$ cat config.mk
export PLATFORM = sky130hd
export DESIGN_NAME = lcd_instruction_decoder
export DESIGN_NICKNAME = d
export VERILOG_FILES = /design/src/common/lcd_decoder_pkg.sv /design/src/rtl/lcd_instruction_decoder.sv
export SDC_FILE = /design/constraint.sdc
export NUM_CORES = 1
export LEC_CHECK = 0
export ABC_AREA = 1
export ABC_CLOCK_PERIOD_IN_PS = 1700
export BUFFER_PORTS_ARGS = -buffer_cell sky130_fd_sc_hd__buf_2
export CORE_MARGIN = 5
export CORE_UTILIZATION = 52
export DETAILED_ROUTE_END_ITERATION = 10
export PLACE_DENSITY = 0.73
export SYNTH_ARGS = -nofsm -noshare
export SYNTH_HDL_FRONTEND = slang
export SYNTH_SLANG_ARGS = --single-unit
$ cat constraint.sdc
create_clock -name mclk -period 1.7 [get_ports mclk]
set_clock_uncertainty 0.15 [all_clocks]
set_input_delay 0.17 -clock mclk [delete_from_list [all_inputs] [get_ports mclk]]
set_output_delay 0.17 -clock mclk [all_outputs]
set_load 0.1 [all_outputs]
$ cat src/common/lcd_decoder_pkg.sv
// Constants shared by the instruction decoder: opcodes, select codes, memory layout and timing.
package lcd_decoder_pkg;

    // ==========================================
    // Clock and oscillator
    // ==========================================
    localparam longint CLK_HZ   = 40_000_000;
    localparam longint OSC_HZ   = 145_000;
    localparam longint NS_PER_S = 1_000_000_000;
    localparam int     OSC_DIV_DEFAULT = int'((CLK_HZ + OSC_HZ / 2) / OSC_HZ);

    // ==========================================
    // Times in nanoseconds and oscillator ticks (rounded up)
    // ==========================================
    localparam longint INIT_BUSY_NS = 1_500_000;
    localparam longint RST_LOW_NS   = 1_200_000;
    localparam longint RST_BUSY_NS  = 250_000;
    localparam longint WRITE_NS     = 41_380;
    localparam longint CLEAR_NS     = 234_480;
    localparam logic [7:0] INIT_TICKS  = 8'((INIT_BUSY_NS * OSC_HZ + NS_PER_S - 1) / NS_PER_S);
    localparam logic [7:0] RST_LOW_TICKS = 8'((RST_LOW_NS * OSC_HZ + NS_PER_S - 1) / NS_PER_S);
    localparam logic [7:0] RST_BUSY_TICKS = 8'((RST_BUSY_NS * OSC_HZ + NS_PER_S - 1) / NS_PER_S);
    localparam logic [7:0] WRITE_TICKS = 8'((WRITE_NS * OSC_HZ + NS_PER_S - 1) / NS_PER_S);
    localparam logic [7:0] CLEAR_TICKS = 8'((CLEAR_NS * OSC_HZ + NS_PER_S - 1) / NS_PER_S);

    // ==========================================
    // Instruction word layout
    // ==========================================
    localparam int SEL_HI = 15;
    localparam int SEL_LO = 14;
    localparam int OP_HI  = 13;
    localparam int OP_LO  = 8;
    localparam logic [1:0] SEL_MASTER = 2'h2;
    localparam logic [1:0] SEL_SLAVE  = 2'h1;

    localparam logic [5:0] OP_TEST      = 6'h1F;
    localparam logic [5:0] OP_CLEAR     = 6'h19;
    localparam logic [5:0] OP_HOME      = 6'h11;
    localparam logic [5:0] OP_ENTRY     = 6'h08;
    localparam logic [5:0] OP_DISP_CTL  = 6'h09;
    localparam logic [5:0] OP_ADDR_SHIFT = 6'h12;
    localparam logic [5:0] OP_DISP_SHIFT = 6'h0A;
    localparam logic [5:0] OP_PORT      = 6'h0B;
    localparam logic [5:0] OP_CONTRAST  = 6'h0C;
    localparam logic [5:0] OP_DOT_SHIFT = 6'h0D;
    localparam logic [5:0] OP_DISP_MODE = 6'h0E;
    localparam logic [5:0] OP_SET_DDMK  = 6'h13;
    localparam logic [5:0] OP_SET_CG    = 6'h10;
    localparam logic [5:0] OP_WRITE     = 6'h18;
    localparam logic [5:0] OP_KEY_READ  = 6'h27;

    // ==========================================
    // Memory layout
    // ==========================================
    localparam int         DD_DEPTH   = 14;
    localparam int         MK_DEPTH   = 12;
    localparam int         CG_DEPTH   = 256;
    localparam int         FONT_W     = 5;
    localparam logic [7:0] DD_LAST    = 8'h0D;
    localparam logic [7:0] MK_BASE    = 8'h10;
    localparam logic [7:0] MK_LAST    = 8'h1B;
    localparam logic [7:0] SPACE_CODE = 8'h20;
    localparam logic [7:0] HOME_ADDR  = 8'h00;
    localparam logic [7:0] KEY_NONE   = 8'h00;

    typedef enum logic [1:0] {
        TGT_DD = 2'h0,
        TGT_MK = 2'h1,
        TGT_CG = 2'h2
    } ram_target_t;

endpackage : lcd_decoder_pkg

$ cat src/rtl/lcd_instruction_decoder.sv
// Instruction decoder and system control of the character LCD controller.
//
// Overview of operation
// - Single key sets its return and scan bits.
// - Vertical-line multi-press reported; horizontal not resolved.
// - Power-up init keeps busy 1.5ms.
// - Reset pin low over 1.2ms resets all.
// - Busy 250us after reset pin released.
// - Top two bits select master or slave.
// - Master and slave share the same lines.
// - Instruction and data held in holding registers.
// - Bits 13..8 opcode, bits 7..0 operand.
// - Busy times scale with oscillator period.
// - RAM write busy 41.38us; setup instructions none.
// - Clear fills spaces, homes, forces increment.
// - Return home resets address and shift.
// - Chips keep independent frame and blink timing (no frame or blink timing here; blink_on is only a register bit).
// - Scroll spacing inserted except after 12th (no scroll spacing logic in this decoder).
// - Key result read as 8-bit value.
// - Key result zero idle, frozen during read.
`timescale 1ns/1ps
`default_nettype none

module lcd_instruction_decoder
    import lcd_decoder_pkg::*;
#(
    parameter logic [1:0] OWN_SELECT = SEL_MASTER,
    parameter int         OSC_DIV    = OSC_DIV_DEFAULT,
    parameter int         DIV_W      = 9
) (
    input  wire logic        mclk,
    input  wire logic        rst,
    input  wire logic        reset_pin_n,
    input  wire logic        instr_valid,
    input  wire logic [15:0] instr_word,
    input  wire logic        key_sample_valid,
    input  wire logic [3:0]  key_return_lines,
    input  wire logic [7:0]  key_scan_lines,
    output var  logic        init_busy_flag,
    output var  logic [7:0]  address_counter,
    output var  logic        entry_increment,
    output var  logic        entry_shift,
    output var  logic [4:0]  display_offset,
    output var  logic        display_on,
    output var  logic        icon_on,
    output var  logic        blink_on,
    output var  logic [3:0]  static_port,
    output var  logic [3:0]  contrast,
    output var  logic [2:0]  dot_shift,
    output var  logic        keyscan_on,
    output var  logic        power_down,
    output var  logic [7:0]  key_read_data,
    output var  logic        key_read_valid,
    output var  logic        test_mode
);

    // ==========================================
    // State
    // ==========================================
    typedef enum logic [3:0] {
        ST_INIT = 4'h1,
        ST_IDLE = 4'h2,
        ST_BUSY = 4'h4,
        ST_HOLD = 4'h8
    } phase_t;

    typedef struct packed {
        phase_t                               st;
        logic [DIV_W-1:0]                     div;
        logic                                 tick;
        logic [7:0]                           busy_cnt;
        logic [7:0]                           low_cnt;
        logic                                 busy;
        logic                                 pend;
        logic [15:0]                          instruction_holding_reg;
        logic [7:0]                           data_holding_reg;
        logic [7:0]                           ac;
        ram_target_t                          tgt;
        logic                                 inc;
        logic                                 shf;
        logic [4:0]                           ofs;
        logic                                 disp;
        logic                                 icon;
        logic                                 blink;
        logic [3:0]                           port;
        logic [3:0]                           evr;
        logic [2:0]                           dots;
        logic                                 kscan;
        logic                                 pd;
        logic [DD_DEPTH-1:0][7:0]             display_text_ram;
        logic [MK_DEPTH-1:0][FONT_W-1:0]      icon_ram;
        logic [CG_DEPTH-1:0][FONT_W-1:0]      glyph_ram;
        logic [7:0]                           key_reg;
        logic [7:0]                           key_out;
        logic                                 key_vld;
        logic                                 test;
    } state_t;

    localparam state_t RESET_STATE = '{
        st: ST_INIT, busy_cnt: INIT_TICKS, busy: 1'b1, ac: HOME_ADDR, tgt: TGT_DD, inc: 1'b1, kscan: 1'b1,
        display_text_ram: {DD_DEPTH{SPACE_CODE}}, key_reg: KEY_NONE, key_out: KEY_NONE, default: '0
    };

    localparam logic [DIV_W-1:0] DIV_LAST = DIV_W'(OSC_DIV - 1);

    state_t     s;
    state_t     next_s;
    logic [7:0] mk_index;
    logic [7:0] ac_step;
    logic [5:0] opcode;

    // ==========================================
    // Key encoding
    // ==========================================
    // Return lines land one-hot in the upper nibble, the scan line as a
    // three-bit number in the low bits. Presses on one scan line merge
    // cleanly; presses on one return line keep only the lowest scan line.
    function automatic logic [7:0] encode_keys(input logic [3:0] ret, input logic [7:0] scan);
        logic [2:0] idx;
        idx = '0;
        for (int i = 7; i >= 0; i--) begin
            if (scan[i]) begin
                idx = 3'(i);
            end
        end
        if (ret == '0 || scan == '0) begin
            encode_keys = KEY_NONE;
        end else begin
            encode_keys = {ret, 1'b0, idx};
        end
    endfunction

    function automatic logic [7:0] step_addr(input logic [7:0] a, input logic up);
        step_addr = up ? 8'(a + 8'h01) : 8'(a - 8'h01);
    endfunction

    assign mk_index = 8'(s.ac - MK_BASE);
    assign opcode   = s.instruction_holding_reg[OP_HI:OP_LO];
    assign ac_step  = step_addr(s.ac, s.inc);

    // ==========================================
    // Next state
    // ==========================================
    always_comb begin
        next_s = s;
        next_s.key_vld = 1'b0;
        next_s.tick = 1'b0;

        // Oscillator rate enable; every busy time counts these ticks.
        if (s.div == DIV_LAST) begin
            next_s.div = '0;
            next_s.tick = 1'b1;
        end else begin
            next_s.div = DIV_W'(s.div + 1'b1);
        end

        // Busy countdown after init, reset release or a timed instruction.
        if ((s.st == ST_INIT || s.st == ST_BUSY) && s.tick) begin
            if (s.busy_cnt <= 8'h01) begin
                next_s.st = ST_IDLE;
                next_s.busy = 1'b0;
                next_s.busy_cnt = '0;
            end else begin
                next_s.busy_cnt = 8'(s.busy_cnt - 8'h01);
            end
        end

        // Key register follows the scanner unless an instruction is pending.
        if (key_sample_valid && !s.pend) begin
            next_s.key_reg = s.kscan ? encode_keys(key_return_lines, key_scan_lines) : KEY_NONE;
        end

        // Accept a word with our select code into the holding registers.
        if (instr_valid && s.st == ST_IDLE && !s.pend
                && instr_word[SEL_HI:SEL_LO] == OWN_SELECT) begin
            next_s.instruction_holding_reg = instr_word;
            next_s.data_holding_reg = instr_word[7:0];
            next_s.pend = 1'b1;
            next_s.busy = 1'b1;
        end

        // Execute the held instruction one cycle after acceptance.
        if (s.pend) begin
            next_s.pend = 1'b0;
            next_s.busy = 1'b0;
            next_s.st = ST_IDLE;
            case (opcode)
                OP_TEST: begin
                    next_s.test = 1'b1;
                end
                OP_CLEAR: begin
                    next_s.display_text_ram = {DD_DEPTH{SPACE_CODE}};
                    next_s.ac = HOME_ADDR;
                    next_s.tgt = TGT_DD;
                    next_s.inc = 1'b1;
                    next_s.busy = 1'b1;
                    next_s.st = ST_BUSY;
                    next_s.busy_cnt = CLEAR_TICKS;
                end
                OP_HOME: begin
                    next_s.ac = HOME_ADDR;
                    next_s.tgt = TGT_DD;
                    next_s.ofs = '0;
                end
                OP_ENTRY: begin
                    next_s.inc = s.data_holding_reg[1];
                    next_s.shf = s.data_holding_reg[0];
                end
                OP_DISP_CTL: begin
                    next_s.disp = s.data_holding_reg[2];
                    next_s.icon = s.data_holding_reg[1];
                    next_s.blink = s.data_holding_reg[0];
                end
                OP_ADDR_SHIFT: begin
                    next_s.ac = step_addr(s.ac, s.data_holding_reg[0]);
                end
                OP_DISP_SHIFT: begin
                    next_s.ofs = s.data_holding_reg[0] ? 5'(s.ofs + 5'h01) : 5'(s.ofs - 5'h01);
                end
                OP_PORT: begin
                    next_s.port = s.data_holding_reg[3:0];
                end
                OP_CONTRAST: begin
                    next_s.evr = s.data_holding_reg[3:0];
                end
                OP_DOT_SHIFT: begin
                    next_s.dots = s.data_holding_reg[2:0];
                end
                OP_DISP_MODE: begin
                    next_s.kscan = s.data_holding_reg[1];
                    next_s.pd = s.data_holding_reg[0];
                end
                OP_SET_DDMK: begin
                    next_s.ac = {3'h0, s.data_holding_reg[4:0]};
                    next_s.tgt = (s.data_holding_reg[4:0] >= MK_BASE[4:0]) ? TGT_MK : TGT_DD;
                end
                OP_SET_CG: begin
                    next_s.ac = s.data_holding_reg;
                    next_s.tgt = TGT_CG;
                end
                OP_WRITE: begin
                    case (s.tgt)
                        TGT_DD: begin
                            if (s.ac <= DD_LAST) begin
                                next_s.display_text_ram[s.ac[3:0]] = s.data_holding_reg;
                            end
                            if (s.shf) begin
                                next_s.ofs = s.inc ? 5'(s.ofs + 5'h01) : 5'(s.ofs - 5'h01);
                            end
                        end
                        TGT_MK: begin
                            if (s.ac >= MK_BASE && s.ac <= MK_LAST) begin
                                next_s.icon_ram[mk_index[3:0]] = s.data_holding_reg[FONT_W-1:0];
                            end
                        end
                        default: begin
                            next_s.glyph_ram[s.ac] = s.data_holding_reg[FONT_W-1:0];
                        end
                    endcase
                    next_s.ac = ac_step;
                    next_s.busy = 1'b1;
                    next_s.st = ST_BUSY;
                    next_s.busy_cnt = WRITE_TICKS;
                end
                OP_KEY_READ: begin
                    next_s.key_out = s.key_reg;
                    next_s.key_vld = 1'b1;
                end
                default: begin
                end
            endcase
        end

        // Reset pin: measure the low time in oscillator ticks.
        if (!reset_pin_n) begin
            if (s.tick && s.low_cnt != RST_LOW_TICKS) begin
                next_s.low_cnt = 8'(s.low_cnt + 8'h01);
            end
            if (s.low_cnt == RST_LOW_TICKS) begin
                next_s = RESET_STATE;
                next_s.div = s.div;
                next_s.tick = s.tick;
                next_s.low_cnt = s.low_cnt;
                next_s.st = ST_HOLD;
            end
        end else begin
            next_s.low_cnt = '0;
            if (s.st == ST_HOLD) begin
                next_s.st = ST_BUSY;
                next_s.busy = 1'b1;
                next_s.busy_cnt = RST_BUSY_TICKS;
            end
        end
    end

    // ==========================================
    // Registers
    // ==========================================
    always_ff @(posedge mclk) begin
        if (rst) begin
            s <= RESET_STATE;
        end else begin
            s <= next_s;
        end
    end

    // ==========================================
    // Outputs
    // ==========================================
    assign init_busy_flag  = s.busy;
    assign address_counter = s.ac;
    assign entry_increment = s.inc;
    assign entry_shift     = s.shf;
    assign display_offset  = s.ofs;
    assign display_on      = s.disp;
    assign icon_on         = s.icon;
    assign blink_on        = s.blink;
    assign static_port     = s.port;
    assign contrast        = s.evr;
    assign dot_shift       = s.dots;
    assign keyscan_on      = s.kscan;
    assign power_down      = s.pd;
    assign key_read_data   = s.key_out;
    assign key_read_valid  = s.key_vld;
    assign test_mode       = s.test;

endmodule : lcd_instruction_decoder

`default_nettype wire

Yosys cells after proc, flatten, opt, wreduce, memory -nomap -nowiden:

Cells that the tools add are included.
W data, S select, Z words.

* logic and storage cells: 446
* latch bits: 0
* output and inout port bits: 42
* register bits: 1559
* bits of input ports: 33
* memories: 0
* memory bits (writable): 0
* ROM bits: 0

* add/sub/neg operators: 8
* equal/unequal tests: 25
* bitwise gates (word level): 1
* shift-type cells: 0
* reduce and logical (&&, ||, !) cells: 21
* multiplexer cells: 72
* multiply operators: 0
* $lt $le $gt $ge: 11
* div/mod/pow operators: 0

Operators with widths (count)
* $mux W1559: 1
* $mux W1528: 1
* $mux W1485: 1
* $mux W1340: 1
* $bwmux W1280: 1
* $mux W1280: 1
* $mux W112: 2
* $pmux W112 S2: 1
* $mux W60: 2
* $bwmux W112: 1
* $mux W8: 11
* $bwmux W60: 1
* $eq A6 B4 Y1 const B: 7
* $eq A6 B5 Y1 const B: 7
* $demux W5 S8: 1
* $pmux W8 S5: 1
* $mux W3: 11
* $demux W8 S4: 1
* $mux W5: 6
* $mux W4: 7
* $mux W26: 1
* $demux W5 S4: 1
* $mux W10: 2
* $mux W9: 2
* other kinds (42): 67

Depth between registers and ports, before layout:

* word-level depth: 13
* gate-level depth with buffers: 12
* mapped depth without buffers: 11

Least setup slack after synthesis:

OpenSTA, ideal clock, no wires.

* kind: register -> register
* start point: register s, in the netlist entry_increment
* end point: register s, in the netlist address_counter[4]
* data arrival time: 1798 ps
* data required time: 1435 ps
* clock period less this slack: 2062 ps
* slack: -362 ps
* path buffers: 1
* setup time: 115 ps
* cell stages (with the launch flop): 9
* path through: dfxtp_1 -> buf_1 -> inv_1 -> nand3_1 -> nand2_2 -> o21ai_1 -> nand2_1 -> nor2_1 -> nor2_1

* cells in the longest elaborated chain, start to end: 5

RTL lines
* from (decl): RTL line lcd_instruction_decoder.sv:106 `state_t s;`
* from (signal assigned): RTL line lcd_instruction_decoder.sv:303 `s <= next_s;`
* $mux W8 (*): RTL line lcd_instruction_decoder.sv:134 `step_addr = up ? 8'(a + 8'h01) : 8'(a - 8'h01);`
* $pmux W8 S5 (*): RTL line lcd_instruction_decoder.sv:187 `case (opcode)`
* $mux W1485 (*): RTL line lcd_instruction_decoder.sv:183 `if (s.pend) begin`
* $mux W1559: RTL line lcd_instruction_decoder.sv:279 `if (s.low_cnt == RST_LOW_TICKS) begin`
* $mux W1528 (*): RTL line lcd_instruction_decoder.sv:275 `if (!reset_pin_n) begin`

Mark *: on every way between the ends. The rest lies on a longest branch, timed or not. The select of a mux whose other input is x is not followed.
A chain may end at the register's enable or synchronous reset.

Worst setup path after layout:

* start point: register s, in the netlist display_offset[3]
* end point: output port display_offset[3]

RTL lines
* to (decl): RTL line lcd_instruction_decoder.sv:43 `output var logic [4:0] display_offset,`

No word-level cell between the ends.

==> results_dict.tcl <==
set metrics [dict create \
    outcome "finished clean" \
    max-cap-violations 0 \
    dieArea_um2 12500 \
    cts_buffer_depth 2 \
    antenna_cells 0 \
    worstPathCellList "buf_2" \
    slew_headroom_pct 66.5 \
    std_cell_rows 37 \
    finalWorstSetupSlack_ns 0.0626 \
    p_leak_uw 0.00304 \
    vias 5441 \
    grt_pass1_wl_um 22700 \
    cpMaxStageDelayCell "buf_2" \
    pin_count 75 \
    place_ws_ns -0.106 \
    h-tree-depth 3 \
    netlist_area_um2 5390 \
    fmax_mhz 611 \
    async_flop_share_pct 0 \
    grt-ovfl-total 0 \
    cp_max_fo 7 \
    critPathLaunchType "register" \
    grt_max_degree 58 \
    crit_required_ns 1.38 \
    synth_edf_count 0 \
    pwr_density_cell_nw_per_um2 602 \
    cts_tree "built" \
    grt_use_met3_pct 4.13 \
    syn_to_final_growth_pct 23.3 \
    synth_cell_types 35 \
    die_h_um 112 \
    start_util_pct 52.6 \
    ant_nets 0 \
    crit_path_max_incr_delay_ns 0.48 \
    syn_nets 840 \
    final_core_util_pct 64.9 \
    antenna_found_initial 0 \
    gp_congestion 0.925 \
    viasPerCell 5.20 \
    stdcell_area_um2 6640 \
    cts_num_sinks 97 \
    avgSynthCellArea_um2 6.75 \
    clk_pin_slew_ns 0.11 \
    use_met1_pct 25.6 \
    tightest_slew_ns 0.506 \
    drt-total-wl_um 13900 \
    first_pass_iters 5 \
    grt_use_total_pct 21.2 \
    layout_commonest_cell "nand2_1" \
    insertion_delay_ns 0.37 \
    drt_iter0_drc 330 \
    grt_pass1_vias 5206 \
    synth_top_area_share_pct 36.1 \
    critPathBufInv 1 \
    rsz0062_at_grt "true" \
    fin_crit_ns 1.64 \
    cts_root_buffer "clkbuf_8" \
    synth_area_leaders "dfxtp_1 (36%), nand2_1 (12%), nor2_1 (8.4%)" \
    cts_buffers 9 \
    min_path_type "input port to register" \
    critPathCaptureType "output pin" \
    layout_common_cells "nand2_1 (167), nor2_1 (112), dfxtp_1 (82)" \
    drive_gt1_share_pct 23.9 \
    dpl_cell_area_um2 5960 \
    hold_violations 0 \
    dpl.hpwl_um 9860 \
    design.core.area_um2 10200 \
    nets 948 \
    ys_ff_latch 97 \
    routedWlPerCell_um 13.3 \
    busiest_layer "met2" \
    synth_cells 798 \
    period_share_pct 96.3 \
    path_class "register to output pin" \
    ys_seq_area_share_pct 36.1 \
    setup_viol 0 \
    io_buffers 74 \
    ir_drop_mv 0.355 \
    grtUsageMet2_pct 37.9 \
    ys_warn_count 0 \
    drv_slew 0 \
    dieWidth_um 112 \
    drc_errors 0 \
    synth_top_area_cell "dfxtp_1" \
    synth_top_flop_cell "dfxtp_1" \
    arrival_ns 1.32 \
    cp_top_family "buffers and inverters" \
]
==> repair_timing <==
item	4_1_cts	5_1_grt
setup endpoints to repair	19	95
gates resized for setup	8	61
setup buffers	0	7
pin swaps	3	14
hold endpoints to repair	25	0
gates cloned	0	2
hold buffers	22	0
==> through the flow <==
| step | cells | hold WS [ns] | TNS [ns] | total power [uW] |
|---|---|---|---|---|
| floorplan | 798 | 0.164 | 0 | 2420 |
| global placement | 1000 | 0.280 | -0.00708 | 2490 |
| detailed placement | 1000 | 0.291 | -0.497 | 2500 |
| CTS | 1038 | 0.000811 | -0.00396 | 4030 |
| global route | 1047 | 0.0495 | -0.171 | 4180 |
| finish | 1047 | 0.0190 | 0 | 3990 |
==> where the power goes <==
group	internal, uW	switching, uW
clock network	581	919
logic	103	101
registers	2280	9.71
total	2970	1030
==> sequential cells by signal (all words and copies together) (netlist names) <==
name,count
address_counter,8
blink_on,1
contrast,4
display_offset,5
display_on,1
dot_shift,3
entry_increment,1
entry_shift,1
icon_on,1
init_busy_flag,1
key_read_data,8
key_read_valid,1
keyscan_on,1
opcode,6
power_down,1
s,49
static_port,4
test_mode,1
==> metal layers <==
metal	up-vias	part of all wire (%)	routed length (um)
li1	2766	-	-
met4	0	1.8	247
met5	-	0	0
met1	2502	43	6040
met3	27	5.2	725
met2	146	50	6900
==> worst paths after layout <==
path	start	endpoint	slack [ns]	depth (start not counted)
worst max register to register	opcode[3]$_SDFF_PP0_	display_offset[2]$_SDFF_PP0_	0.07	10
worst min-delay path	key_sample_valid	s[10]$_SDFF_PP0_	0.02	4
worst max-delay path	display_offset[3]$_SDFF_PP0_	display_offset[3]	0.06	1
worst min register to register	s[13]$_SDFF_PP0_	s[13]$_SDFF_PP0_	0.32	2
==> synth_stat cells, types with 7 or more instances <==
cell,number
nand2_1,174
nor2_1,120
dfxtp_1,97
inv_1,87
nand3_1,69
a21oi_1,48
buf_4,33
o21ai_0,27
nand4_1,20
a211oi_1,15
mux2i_1,12
xor2_1,11
ha_1,9
buf_2,8
clkbuf_1,8
nor3_1,8
o21ai_1,8
inv_2,7
==> area by class of cell <==
type                    count  area [um2]
fillers                   889        3590
multi-input cells         555        2910
flip-flops and latches     97        1970
repair buffers            149        1050
inverters                  94         355
well taps                 136         170
clock buffers               9         124
clock inverters             7        70.1
==> kinds of logic (layout without fill, tap and decap cells) <==
family	after synthesis	after routing	synth area share, %
flip-flops	97	97	36.1
AO/OA/AOI/OAI	107	107	11.1
AND/OR/NAND/NOR	411	412	33.2
multiplexers	12	12	2.23
adder cells (fa/ha/maj)	9	9	2.09
XOR/XNOR	15	15	2.44
buffers and inverters	147	259	12.9
No activity file was read; power rests on OpenSTA's default activity.
